===== src/rtl/amc_params.svh =====
`ifndef AMC_PARAMS_SVH
`define AMC_PARAMS_SVH

// ***********************************************
// bus widths and idle levels
// ***********************************************
`define AMC_AW          16
`define AMC_DW          16
`define AMC_BW          2
`define AMC_CW          4
`define AMC_ADDR_RST    16'h0000
`define AMC_DATA_RST    16'h0000
`define AMC_BLS_IDLE    2'h3
`define AMC_CNT_RST     4'h0
`define AMC_CNT_ONE     4'h1
`define AMC_SYNC_STAGES 2

// ***********************************************
// timing figures in ns and derived cycle counts
// ***********************************************
`define AMC_CLK_NS      25
`define AMC_T_RC_NS     35
`define AMC_T_ACC_NS    35
`define AMC_T_WP_NS     20
`define AMC_T_WR_NS     12
`define AMC_T_HZ_NS     15
`define AMC_CEIL(t)     (((t) + `AMC_CLK_NS - 1) / `AMC_CLK_NS)
`define AMC_RD_CYC      `AMC_CEIL(`AMC_T_ACC_NS)
`define AMC_WP_CYC      `AMC_CEIL(`AMC_T_WP_NS)
`define AMC_WR_CYC      `AMC_CEIL(`AMC_T_WR_NS)
`define AMC_HZ_CYC      `AMC_CEIL(`AMC_T_HZ_NS)
`define AMC_RC_CYC      `AMC_CEIL(`AMC_T_RC_NS)

`endif


===== src/rtl/amc_pkg.sv =====
`default_nettype none

package amc_pkg;

   // ***********************************************
   // controller states
   // ***********************************************
   typedef enum logic [2:0]
   {
      AMC_ST_IDLE   = 3'h0,
      AMC_ST_SETUP  = 3'h1,
      AMC_ST_STROBE = 3'h3,
      AMC_ST_RECOV  = 3'h2,
      AMC_ST_RACC   = 3'h4,
      AMC_ST_GAP    = 3'h5
   } amc_state_t;

endpackage

`default_nettype wire


===== src/rtl/amc_ctrl.sv =====
`timescale 1ns/1ps
`default_nettype none
`include "amc_params.svh"

module amc_ctrl
(
   input  wire logic                 clk_i,
   input  wire logic                 rst_b_i,
   input  wire logic                 req_i,
   input  wire logic                 we_i,
   input  wire logic                 cs_ctrl_i,
   input  wire logic [`AMC_AW-1:0]   addr_i,
   input  wire logic [`AMC_DW-1:0]   wdata_i,
   input  wire logic [`AMC_BW-1:0]   be_i,
   output var  logic                 ready_o,
   output var  logic                 rvalid_o,
   output var  logic [`AMC_DW-1:0]   rdata_o,
   output var  logic                 wdone_o,
   output var  logic [`AMC_AW-1:0]   mem_addr_o,
   output var  logic                 mem_ce_n_o,
   output var  logic                 mem_we_n_o,
   output var  logic                 mem_oe_n_o,
   output var  logic [`AMC_BW-1:0]   byte_lane_select_n_o,
   output var  logic [`AMC_DW-1:0]   mem_dq_o,
   output var  logic                 mem_dq_oe_o,
   input  wire logic [`AMC_DW-1:0]   mem_dq_i
);

   amc_pkg::amc_state_t state_q;
   amc_pkg::amc_state_t state_d;
   logic [`AMC_CW-1:0]  cnt_q;
   logic [`AMC_CW-1:0]  cnt_d;
   logic                csm_q;
   logic                csm_d;
   logic                ready_d;
   logic                rvalid_d;
   logic [`AMC_DW-1:0]  rdata_d;
   logic                wdone_d;
   logic [`AMC_AW-1:0]  addr_d;
   logic                ce_n_d;
   logic                we_n_d;
   logic                oe_n_d;
   logic [`AMC_BW-1:0]  bls_d;
   logic [`AMC_DW-1:0]  dq_d;
   logic                dq_oe_d;
   logic [`AMC_DW-1:0]  dq_sync;

   // ***********************************************
   // read data synchroniser
   // ***********************************************
   amc_sync u_sync
   (
      .clk_i   (clk_i),
      .rst_b_i (rst_b_i),
      .d_i     (mem_dq_i),
      .q_o     (dq_sync)
   );

   // ***********************************************
   // next state and pin values
   // ***********************************************
   always_comb
   begin
      state_d  = state_q;
      cnt_d    = cnt_q + `AMC_CNT_ONE;
      csm_d    = csm_q;
      rvalid_d = 1'b0;
      rdata_d  = rdata_o;
      wdone_d  = 1'b0;
      addr_d   = mem_addr_o;
      ce_n_d   = mem_ce_n_o;
      we_n_d   = mem_we_n_o;
      oe_n_d   = mem_oe_n_o;
      bls_d    = byte_lane_select_n_o;
      dq_d     = mem_dq_o;
      dq_oe_d  = mem_dq_oe_o;
      case (state_q)
         amc_pkg::AMC_ST_IDLE:
         begin
            cnt_d = `AMC_CNT_RST;
            if (req_i && ready_o)
            begin
               addr_d = addr_i;
               bls_d  = ~be_i;
               if (we_i)
               begin
                  state_d = amc_pkg::AMC_ST_SETUP;
                  csm_d   = cs_ctrl_i;
                  dq_d    = wdata_i;
                  dq_oe_d = 1'b1;
                  if (cs_ctrl_i)
                  begin
                     we_n_d = 1'b0;
                  end
                  else
                  begin
                     ce_n_d = 1'b0;
                  end
               end
               else
               begin
                  state_d = amc_pkg::AMC_ST_RACC;
                  ce_n_d  = 1'b0;
                  oe_n_d  = 1'b0;
                  we_n_d  = 1'b1;
               end
            end
         end
         amc_pkg::AMC_ST_SETUP:
         begin
            state_d = amc_pkg::AMC_ST_STROBE;
            cnt_d   = `AMC_CNT_RST;
            if (csm_q)
            begin
               ce_n_d = 1'b0;
            end
            else
            begin
               we_n_d = 1'b0;
            end
         end
         amc_pkg::AMC_ST_STROBE:
         begin
            if (cnt_q == `AMC_CW'(`AMC_WP_CYC - 1))
            begin
               state_d = amc_pkg::AMC_ST_RECOV;
               cnt_d   = `AMC_CNT_RST;
               if (csm_q)
               begin
                  ce_n_d = 1'b1;
               end
               else
               begin
                  we_n_d = 1'b1;
               end
            end
         end
         amc_pkg::AMC_ST_RECOV:
         begin
            if (cnt_q == `AMC_CW'(`AMC_WR_CYC - 1))
            begin
               state_d = amc_pkg::AMC_ST_IDLE;
               ce_n_d  = 1'b1;
               we_n_d  = 1'b1;
               bls_d   = `AMC_BLS_IDLE;
               dq_oe_d = 1'b0;
               wdone_d = 1'b1;
            end
         end
         amc_pkg::AMC_ST_RACC:
         begin
            if (cnt_q == `AMC_CW'(`AMC_RD_CYC + `AMC_SYNC_STAGES - 1))
            begin
               state_d  = amc_pkg::AMC_ST_GAP;
               cnt_d    = `AMC_CNT_RST;
               rdata_d  = dq_sync;
               rvalid_d = 1'b1;
               ce_n_d   = 1'b1;
               oe_n_d   = 1'b1;
               bls_d    = `AMC_BLS_IDLE;
            end
         end
         amc_pkg::AMC_ST_GAP:
         begin
            if (cnt_q == `AMC_CW'(`AMC_HZ_CYC - 1))
            begin
               state_d = amc_pkg::AMC_ST_IDLE;
            end
         end
         default:
         begin
            state_d = amc_pkg::AMC_ST_IDLE;
            ce_n_d  = 1'b1;
            we_n_d  = 1'b1;
            oe_n_d  = 1'b1;
            bls_d   = `AMC_BLS_IDLE;
            dq_oe_d = 1'b0;
         end
      endcase
      ready_d = (state_d == amc_pkg::AMC_ST_IDLE) && !(req_i && ready_o && state_q == amc_pkg::AMC_ST_IDLE);
   end

   // ***********************************************
   // registers
   // ***********************************************
   always_ff @(posedge clk_i)
   begin
      if (!rst_b_i)
      begin
         state_q              <= amc_pkg::AMC_ST_IDLE;
         cnt_q                <= `AMC_CNT_RST;
         csm_q                <= 1'b0;
         ready_o              <= 1'b0;
         rvalid_o             <= 1'b0;
         rdata_o              <= `AMC_DATA_RST;
         wdone_o              <= 1'b0;
         mem_addr_o           <= `AMC_ADDR_RST;
         mem_ce_n_o           <= 1'b1;
         mem_we_n_o           <= 1'b1;
         mem_oe_n_o           <= 1'b1;
         byte_lane_select_n_o <= `AMC_BLS_IDLE;
         mem_dq_o             <= `AMC_DATA_RST;
         mem_dq_oe_o          <= 1'b0;
      end
      else
      begin
         state_q              <= state_d;
         cnt_q                <= cnt_d;
         csm_q                <= csm_d;
         ready_o              <= ready_d;
         rvalid_o             <= rvalid_d;
         rdata_o              <= rdata_d;
         wdone_o              <= wdone_d;
         mem_addr_o           <= addr_d;
         mem_ce_n_o           <= ce_n_d;
         mem_we_n_o           <= we_n_d;
         mem_oe_n_o           <= oe_n_d;
         byte_lane_select_n_o <= bls_d;
         mem_dq_o             <= dq_d;
         mem_dq_oe_o          <= dq_oe_d;
      end
   end

endmodule

`default_nettype wire


===== src/rtl/amc_sync.sv =====
`timescale 1ns/1ps
`default_nettype none
`include "amc_params.svh"

module amc_sync
(
   input  wire logic                 clk_i,
   input  wire logic                 rst_b_i,
   input  wire logic [`AMC_DW-1:0]   d_i,
   output var  logic [`AMC_DW-1:0]   q_o
);

   logic [`AMC_DW-1:0] meta_q;

   // ***********************************************
   // two stage pin synchroniser
   // ***********************************************
   always_ff @(posedge clk_i)
   begin
      if (!rst_b_i)
      begin
         meta_q <= `AMC_DATA_RST;
         q_o    <= `AMC_DATA_RST;
      end
      else
      begin
         meta_q <= d_i;
         q_o    <= meta_q;
      end
   end

endmodule

`default_nettype wire


===== config.mk =====
export PLATFORM = sky130hd
export DESIGN_NAME = amc_ctrl
export DESIGN_NICKNAME = d
export VERILOG_FILES = /design/src/rtl/amc_pkg.sv /design/src/rtl/amc_ctrl.sv /design/src/rtl/amc_sync.sv
export VERILOG_INCLUDE_DIRS = /design/src /design/src/rtl
export SDC_FILE = /design/constraint.sdc
export NUM_CORES = 1
export LEC_CHECK = 0
export BUFFER_PORTS_ARGS = -buffer_cell sky130_fd_sc_hd__buf_4
export CAP_MARGIN = 20
export CORE_UTILIZATION = 54
export CTS_CLUSTER_DIAMETER = 200
export DETAILED_ROUTE_END_ITERATION = 6
export MAX_ROUTING_LAYER = met4
export PLACE_DENSITY = 0.84
export SYNTH_ARGS = -nofsm -noshare
export SYNTH_HDL_FRONTEND = slang
export SYNTH_SLANG_ARGS = --single-unit

===== constraint.sdc =====
create_clock -name clk_i -period 2.8 [get_ports clk_i]
set_input_delay 0.42 -clock clk_i [delete_from_list [all_inputs] [get_ports clk_i]]
set_output_delay 0.42 -clock clk_i [all_outputs]
set_load 0.03 [all_outputs]

==> results.tsv, run 1 <==
stage	metric	value	unit
logic_synthesis	syn_area	3512	µm²
sta	timing.hold.ws	0.2594	ns
flow_run	cap_viol_max_count	0	
pwr	intPower	0.002048	W
clocking	clkSinkCount	97	
sta	setup_tns	0	ns
logic_synthesis	yosysSeqAreaShare	55.29	%
global_routing	grt_max_degree	53	
sta	rsz0062_at_grt	false	
clocking	cts_tree	built	
logic_synthesis	yosysWarningCount	0	
pwr	p_clk_share	34.1	%
floorplan	die_width	82.65	µm
routing	dr.pass1.iters	4	
outcome	outcome	complete, no violations	
clocking	post_cts_buffers	0	
worst_setup_path	crit_family	simple AND/OR/NAND/NOR gates	
sta	finalSetupViolations	0	
min_path	hold_start	mem_dq_i[0]	
worst_setup_path	cp.depth	5	
logic_synthesis	synth_nets	440	
pwr	p_leak	1.903	nW
place	dp_hpwl	5020	µm
worst_setup_path	reg2reg_depth	5	
routing	totalWireLength	7213	µm
worst_setup_path	crit_buf_inv	0	
clocking	clk_path_buf_depth	2	
clocking	root_buffer	clkbuf_8	
pwr	pwr-share-seq	53.4	%
min_path	hold_class	in2reg	
global_routing	grt.total_usage	23.16	%
sta	worst_pin_slew	0.6571	ns
routing	dr_total_vias	2846	
clocking	worstSkewPairLatency	0.36	ns
global_routing	grt_pass1_wl	11500	µm
pwr	power_density	606.5	nW/µm²
worst_setup_path	r2r_slack	0.83	ns
floorplan	die-area	6830	µm²
finish	syn_to_final_growth	29.68	%
clocking	htree_levels	3	
clocking	numCtsBuffers	9	
sta	min_period_over_period	70.27	%
finish	antenna_cells	0	
routing	route.detailed.drc	0	
floorplan	start_util	55.63	%
logic_synthesis	ys_types	33	
global_routing	grt_overflow_total	0	
finish	nets	541	
floorplan	rows	29	
routing	viasPerCell	5.028	
sta	slew_headroom	56.19	%
worst_setup_path	cpPeakStageDelay	0.56	ns
pwr	p_switching	0.0007140	W
sta	maxSlewViolCount	0	
min_path	holdPathStages	2	
global_routing	antenna_found_initial	0	
clocking	cts_hold_buf	0	
worst_setup_path	crit_fanout	19	
worst_setup_path	r2r-end	mem_dq_o[12]$_SDFFE_PN0P_	
worst_setup_path	crit_chain	nor3_4, and3_1, and2_1, nand2_1, a21boi_1	
clocking	cts_resized	0	
min_path	min_to	u_sync.meta_q[0]$_SDFF_PN0_	
floorplan	ios	112	
finish	final_cell_mix	buf_4, nand2_1, dfxtp_1	
routing	drt_iter0_drc	105	
routing	ant_nets	0	
pwr	peakVddDrop	0.3534	mV
sta	clock_skew	0.01029	ns
logic_synthesis	synthCells	383	
place	place_congestion	0.8561	
pwr	power_frac_comb	12.5	%
worst_setup_path	crit_path_end_kind	register	
sta	fmax	0.5083	GHz
place	io_buffers	111	
clocking	path_clk_slew	0.10	ns
floorplan	core_area	6314	µm²
worst_setup_path	startpoint_type	register	
worst_setup_path	crit_slowest_cell	and2_1	
finish	drive_above_1_share	27.61	%
worst_setup_path	required	3.09	ns
logic_synthesis	ys_seq_elements	97	
worst_setup_path	timing.rr.start	state_q[1]$_SDFF_PN0_	
worst_setup_path	path_class	reg2reg	
finish	finalInstanceArea	4554	µm²
routing	routedWlPerCell	12.74	µm
floorplan	die_y	82.65	µm
place	placed_area	4345	µm²
sta	min_period	1.967	ns
worst_setup_path	cp.arrival	2.26	ns
logic_synthesis	synth.avg_cell_area	9.170	µm²
finish	final_common_cell	buf_4	
sta	hold_violations	0	
pwr	switching_share	25.85	%
global_routing	grt_pass1_vias	2648	
-- registers in the layout (all words and copies together) (netlist names) --
signal,count
mem_we_n_o,1
u_sync.q_o,16
state_q,3
mem_dq_oe_o,1
csm_q,1
cnt_q,4
mem_oe_n_o,1
wdone_o,1
byte_lane_select_n_o,2
ready_o,1
mem_ce_n_o,1
mem_addr_o,16
mem_dq_o,16
rdata_o,16
rvalid_o,1
u_sync.meta_q,16
-- per-stage QoR --
stage | power (W) | cells | utilization [%] | setup slack [ns]
floorplan | 0.001712 | 383 | - | 1.096
global placement | 0.001846 | 550 | 68.83 | 0.9308
detailed placement | 0.001852 | 550 | 68.83 | 0.8656
CTS | 0.002785 | 566 | 72.14 | 0.8384
global route | 0.002894 | 566 | 72.14 | 0.5659
finish | 0.002762 | 566 | 72.14 | 0.8325
-- area by class of cell --
class | instances | area, µm²
timing repair buffer | 115 | 863.3
sequential | 97 | 1942
tap | 77 | 96.34
inverter | 6 | 22.52
multi-input combinational | 255 | 1421
clock buffer | 10 | 137.6
clock inverter | 6 | 71.32
fill | 485 | 1759
-- logic make-up (layout without fill, tap and decap cells) --
kind of cell	count (synthesis)	in the layout	share of synthesized area (%)
simple gates	174	174	23.09
fa+ha+maj	2	2	0.7124
mux	4	4	1.247
xor+xnor	2	2	0.4988
buf+inv	31	137	4.239
flops	97	97	55.29
compound gates	73	73	14.93
-- routing by layer --
layer / GRT usage, % / up-vias / wire (µm)
li1: - / 1442 / -
met1: 27.73 / 1288 / 3288
met2: 36.72 / 102 / 3257
met3: 5.604 / 14 / 525
met4: 10.69 / 0 / 143
met5: - / - / 0
-- cells in the mapped netlist, drive strengths merged --
master | instances | area (µm²)
inv | 6 | 22.52
a2bb2oi | 1 | 8.760
nand3 | 8 | 40.04
nand2 | 104 | 390.4
o21ai | 5 | 25.02
nor3 | 1 | 16.27
buf | 9 | 66.31
o21bai | 1 | 7.510
clkbuf | 16 | 60.06
nand3b | 1 | 7.510
xnor2 | 1 | 8.760
dfxtp | 97 | 1942
xor2 | 1 | 8.760
nor3b | 5 | 37.54
a21boi | 51 | 382.9
a21o | 2 | 15.01
nor2 | 11 | 41.29
o31a | 2 | 17.52
a21oi | 6 | 30.03
nor2b | 1 | 6.260
nand2b | 5 | 31.28
or3b | 1 | 8.760
o21a | 1 | 7.510
a31oi | 2 | 12.51
o221ai | 2 | 17.52
mux2 | 3 | 33.78
and2 | 35 | 219.0
ha | 2 | 25.02
and3 | 2 | 12.51
mux2i | 1 | 10.01
-- power by group through the flow --
stage          combinational [W]  sequential (W)  clock [W]
2_1_floorplan           0.000149         0.00156          0
3_3_place_gp            0.000342         0.00150          0
3_5_place_dp            0.000347         0.00151          0
6_report                0.000346         0.00147   0.000942
5_1_grt                 0.000379         0.00148    0.00103
4_1_cts                 0.000348         0.00147   0.000964
-- worst max-delay path by stage --
stage                                from                                   end  slack (ns)
global placement    state_q[1]$_SDFF_PN0_              mem_dq_o[0]$_SDFFE_PN0P_        0.93
floorplan             cnt_q[0]$_SDFF_PN0_  byte_lane_select_n_o[0]$_SDFFE_PN1P_        1.10
detailed placement  state_q[1]$_SDFF_PN0_              mem_dq_o[0]$_SDFFE_PN0P_        0.87
CTS                 state_q[1]$_SDFF_PN0_              mem_dq_o[0]$_SDFFE_PN0P_        0.84
finish              state_q[1]$_SDFF_PN0_             mem_dq_o[12]$_SDFFE_PN0P_        0.83
global route        state_q[1]$_SDFF_PN0_              mem_dq_o[1]$_SDFFE_PN0P_        0.57
Note: power is estimated with default switching activity, not from simulation.
==> run 2, diff against run 1 <==
Settings changed: CORE_UTILIZATION 54 to 50, PLACE_DENSITY 0.84 to 0.79.
Clock period 2.8 ns to 2 ns, I/O delays scaled along.
==> results.tsv, run 2 (same netlist as run 1, synthesis figures left out) <==
stage	metric	value	unit	change
floorplan	start_util	51.69	%	was 55.63%
clocking	worstSkewPairLatency	0.35	ns	was 0.36 ns
finish	drive_above_1_share	28.19	%	was 27.61%
floorplan	rows	30		was 29
finish	final_common_cell	buf_4		unchanged
clocking	path_clk_slew	0.09	ns	was 0.10 ns
pwr	total_power	0.003687	W	was 0.002762 W
global_routing	grt_pass1_wl	11610	µm	was 11,500 µm
clocking	numCtsBuffers	9		unchanged
worst_setup_path	timing.rr.start	cnt_q[0]$_SDFF_PN0_		was state_q[1]$_SDFF_PN0_
routing	ant_nets	0		unchanged
sta	finalSetupViolations	0		unchanged
floorplan	die-area	7363	µm²	was 6830 µm²
routing	wl_met3	370	µm	was 525 µm
clocking	htree_levels	3		unchanged
routing	wl_met1	3182	µm	was 3288 µm
finish	final_cell_mix	buf_4, nand2_1, dfxtp_1		unchanged
sta	hold_violations	0		unchanged
global_routing	grt_overflow_total	0		unchanged
place	place_congestion	0.8719		was 0.8561
worst_setup_path	reg2reg_depth	7		was 5
finish	nets	546		was 541
sta	fmax	0.5527	GHz	was 0.5083 GHz
clocking	post_cts_buffers	0		unchanged
routing	routedWlPerCell	12.02	µm	was 12.74 µm
worst_setup_path	crit_path_end_kind	register		unchanged
place	dp.cells	574		was 550
place	io_buffers	111		unchanged
global_routing	grt_pass1_vias	2744		was 2,648
pwr	power_density	804.5	nW/µm²	was 606.5 nW/µm²
sta	clock_skew	0.01107	ns	was 0.01029 ns
routing	drt_iter0_drc	71		was 105
routing	dr_total_vias	2813		was 2,846
outcome	outcome	complete, no violations		unchanged
worst_setup_path	startpoint_type	register		unchanged
routing	viasPerCell	4.776		was 5.028
sta	maxSlewViolCount	0		unchanged
pwr	peakVddDrop	0.4712	mV	was 0.3534 mV
clocking	cts_resized	0		unchanged
finish	antenna_cells	0		unchanged
worst_setup_path	required	2.24	ns	was 3.09 ns
worst_setup_path	r2r_slack	0.19	ns	was 0.83 ns
worst_setup_path	crit_end	byte_lane_select_n_o[0]$_SDFFE_PN1P_		was mem_dq_o[12]$_SDFFE_PN0P_
worst_setup_path	path_class	reg2reg		unchanged
worst_setup_path	r2r-end	byte_lane_select_n_o[0]$_SDFFE_PN1P_		was mem_dq_o[12]$_SDFFE_PN0P_
sta	slew_headroom	63.71	%	was 56.19%
global_routing	grt_max_degree	44		was 53
place	placed_area	4407	µm²	was 4345 µm²
min_path	hold_class	in2reg		unchanged
routing	wl_met2	3445	µm	was 3257 µm
finish	nFillCells	577		was 485
finish	finalInstanceArea	4583	µm²	was 4554 µm²
floorplan	ios	112		unchanged
floorplan	core_area	6794	µm²	was 6314 µm²
clocking	cts_hold_buf	0		unchanged
sta	min_period_over_period	90.47	%	was 70.27%
worst_setup_path	crit_fanout	6		was 19
place	pre_cts_ws	0.2032	ns	was 0.8656 ns
routing	totalWireLength	7082	µm	was 7213 µm
floorplan	die_y	85.81	µm	was 82.65 µm
clocking	cts_tree	built		unchanged
global_routing	grt.total_usage	20.65	%	was 23.16%
pwr	p_leak	1.913	nW	was 1.903 nW
sta	rsz0062_at_grt	false		unchanged
worst_setup_path	critPathLaunch	cnt_q[0]$_SDFF_PN0_		was state_q[1]$_SDFF_PN0_
finish	fin_cells	589		was 566
clocking	clkSinkCount	97		unchanged
min_path	holdPathStages	2		unchanged
worst_setup_path	cp.arrival	2.05	ns	was 2.26 ns
place	dp_hpwl	5089	µm	was 5020 µm
finish	syn_to_final_growth	30.50	%	was 29.68%
sta	min_period	1.809	ns	was 1.967 ns
clocking	clk_path_buf_depth	2		unchanged
sta	worst_pin_slew	0.5431	ns	was 0.6571 ns
routing	top_layer	met4		unchanged
sta	setup_slack	0.1907	ns	was 0.8325 ns
clocking	root_buffer	clkbuf_8		unchanged
global_routing	antenna_found_initial	0		unchanged
flow_run	cap_viol_max_count	0		unchanged
floorplan	die_width	85.81	µm	was 82.65 µm
sta	setup_tns	0	ns	unchanged
routing	route.detailed.drc	0		unchanged
routing	dr.pass1.iters	4		unchanged
-- run 2: cell count changes in the layout (fill, tap and decap cells not counted), sizes merged --
cell    delta
clkinv     +1
inv        -1
buf        +5
bufinv     -1
-- run 2: per-layer routing --
layer  global-route usage, %  up-vias
met3                   3.272        7
li1                        -     1447
met2                   34.76       92
met5                       -        -
met4                   9.697        0
met1                   24.24     1267
-- run 2: layout make-up --
type                       count  area [µm²]  share of cell area (%)
tap                           96       120.1                   2.621
sequential                    97        1942                   42.37
multi-input combinational    255        1421                   31.01
clock inverter                 5       38.79                  0.8463
inverter                       6       22.52                  0.4914
clock buffer                  10       137.6                   3.003
timing repair buffer         120       900.9                   19.66
-- run 2: how the worst min path moves through the flow --
stage / from / to / slack [ns]
global placement: u_sync.meta_q[12]$_SDFF_PN0_ / u_sync.q_o[12]$_SDFF_PN0_ / 0.41
finish: mem_dq_i[15] / u_sync.meta_q[15]$_SDFF_PN0_ / 0.15
CTS: mem_dq_i[15] / u_sync.meta_q[15]$_SDFF_PN0_ / 0.13
detailed placement: u_sync.meta_q[2]$_SDFF_PN0_ / u_sync.q_o[2]$_SDFF_PN0_ / 0.42
global route: mem_dq_i[4] / u_sync.meta_q[4]$_SDFF_PN0_ / 0.14
floorplan: u_sync.meta_q[0]$_SDFF_PN0_ / u_sync.q_o[0]$_SDFF_PN0_ / 0.41
-- run 2: power by group --
group	total, W	internal, W	switching [W]
registers	0.00206	0.00201	0.0000420
clock network	0.00113	0.000488	0.000643
logic	0.000499	0.000230	0.000269
-- run 2: worst max-delay path: stages (launching register included) --
cell     delay [ns]
dfxtp_1        0.34
inv_1          0.06
ha_1           0.15
or3b_1         0.44
a21oi_1        0.24
a21o_1         0.11
nand2_1        0.07
mux2_2         0.29
-- run 2: per-stage QoR --
stage / util, % / hold slack (ns)
6_report: 67.46 / 0.1537
5_1_grt: 67.46 / 0.1413
4_1_cts: 67.46 / 0.1347
3_5_place_dp: 64.86 / 0.4181
3_3_place_gp: 64.86 / 0.4135
2_1_floorplan: - / 0.4119
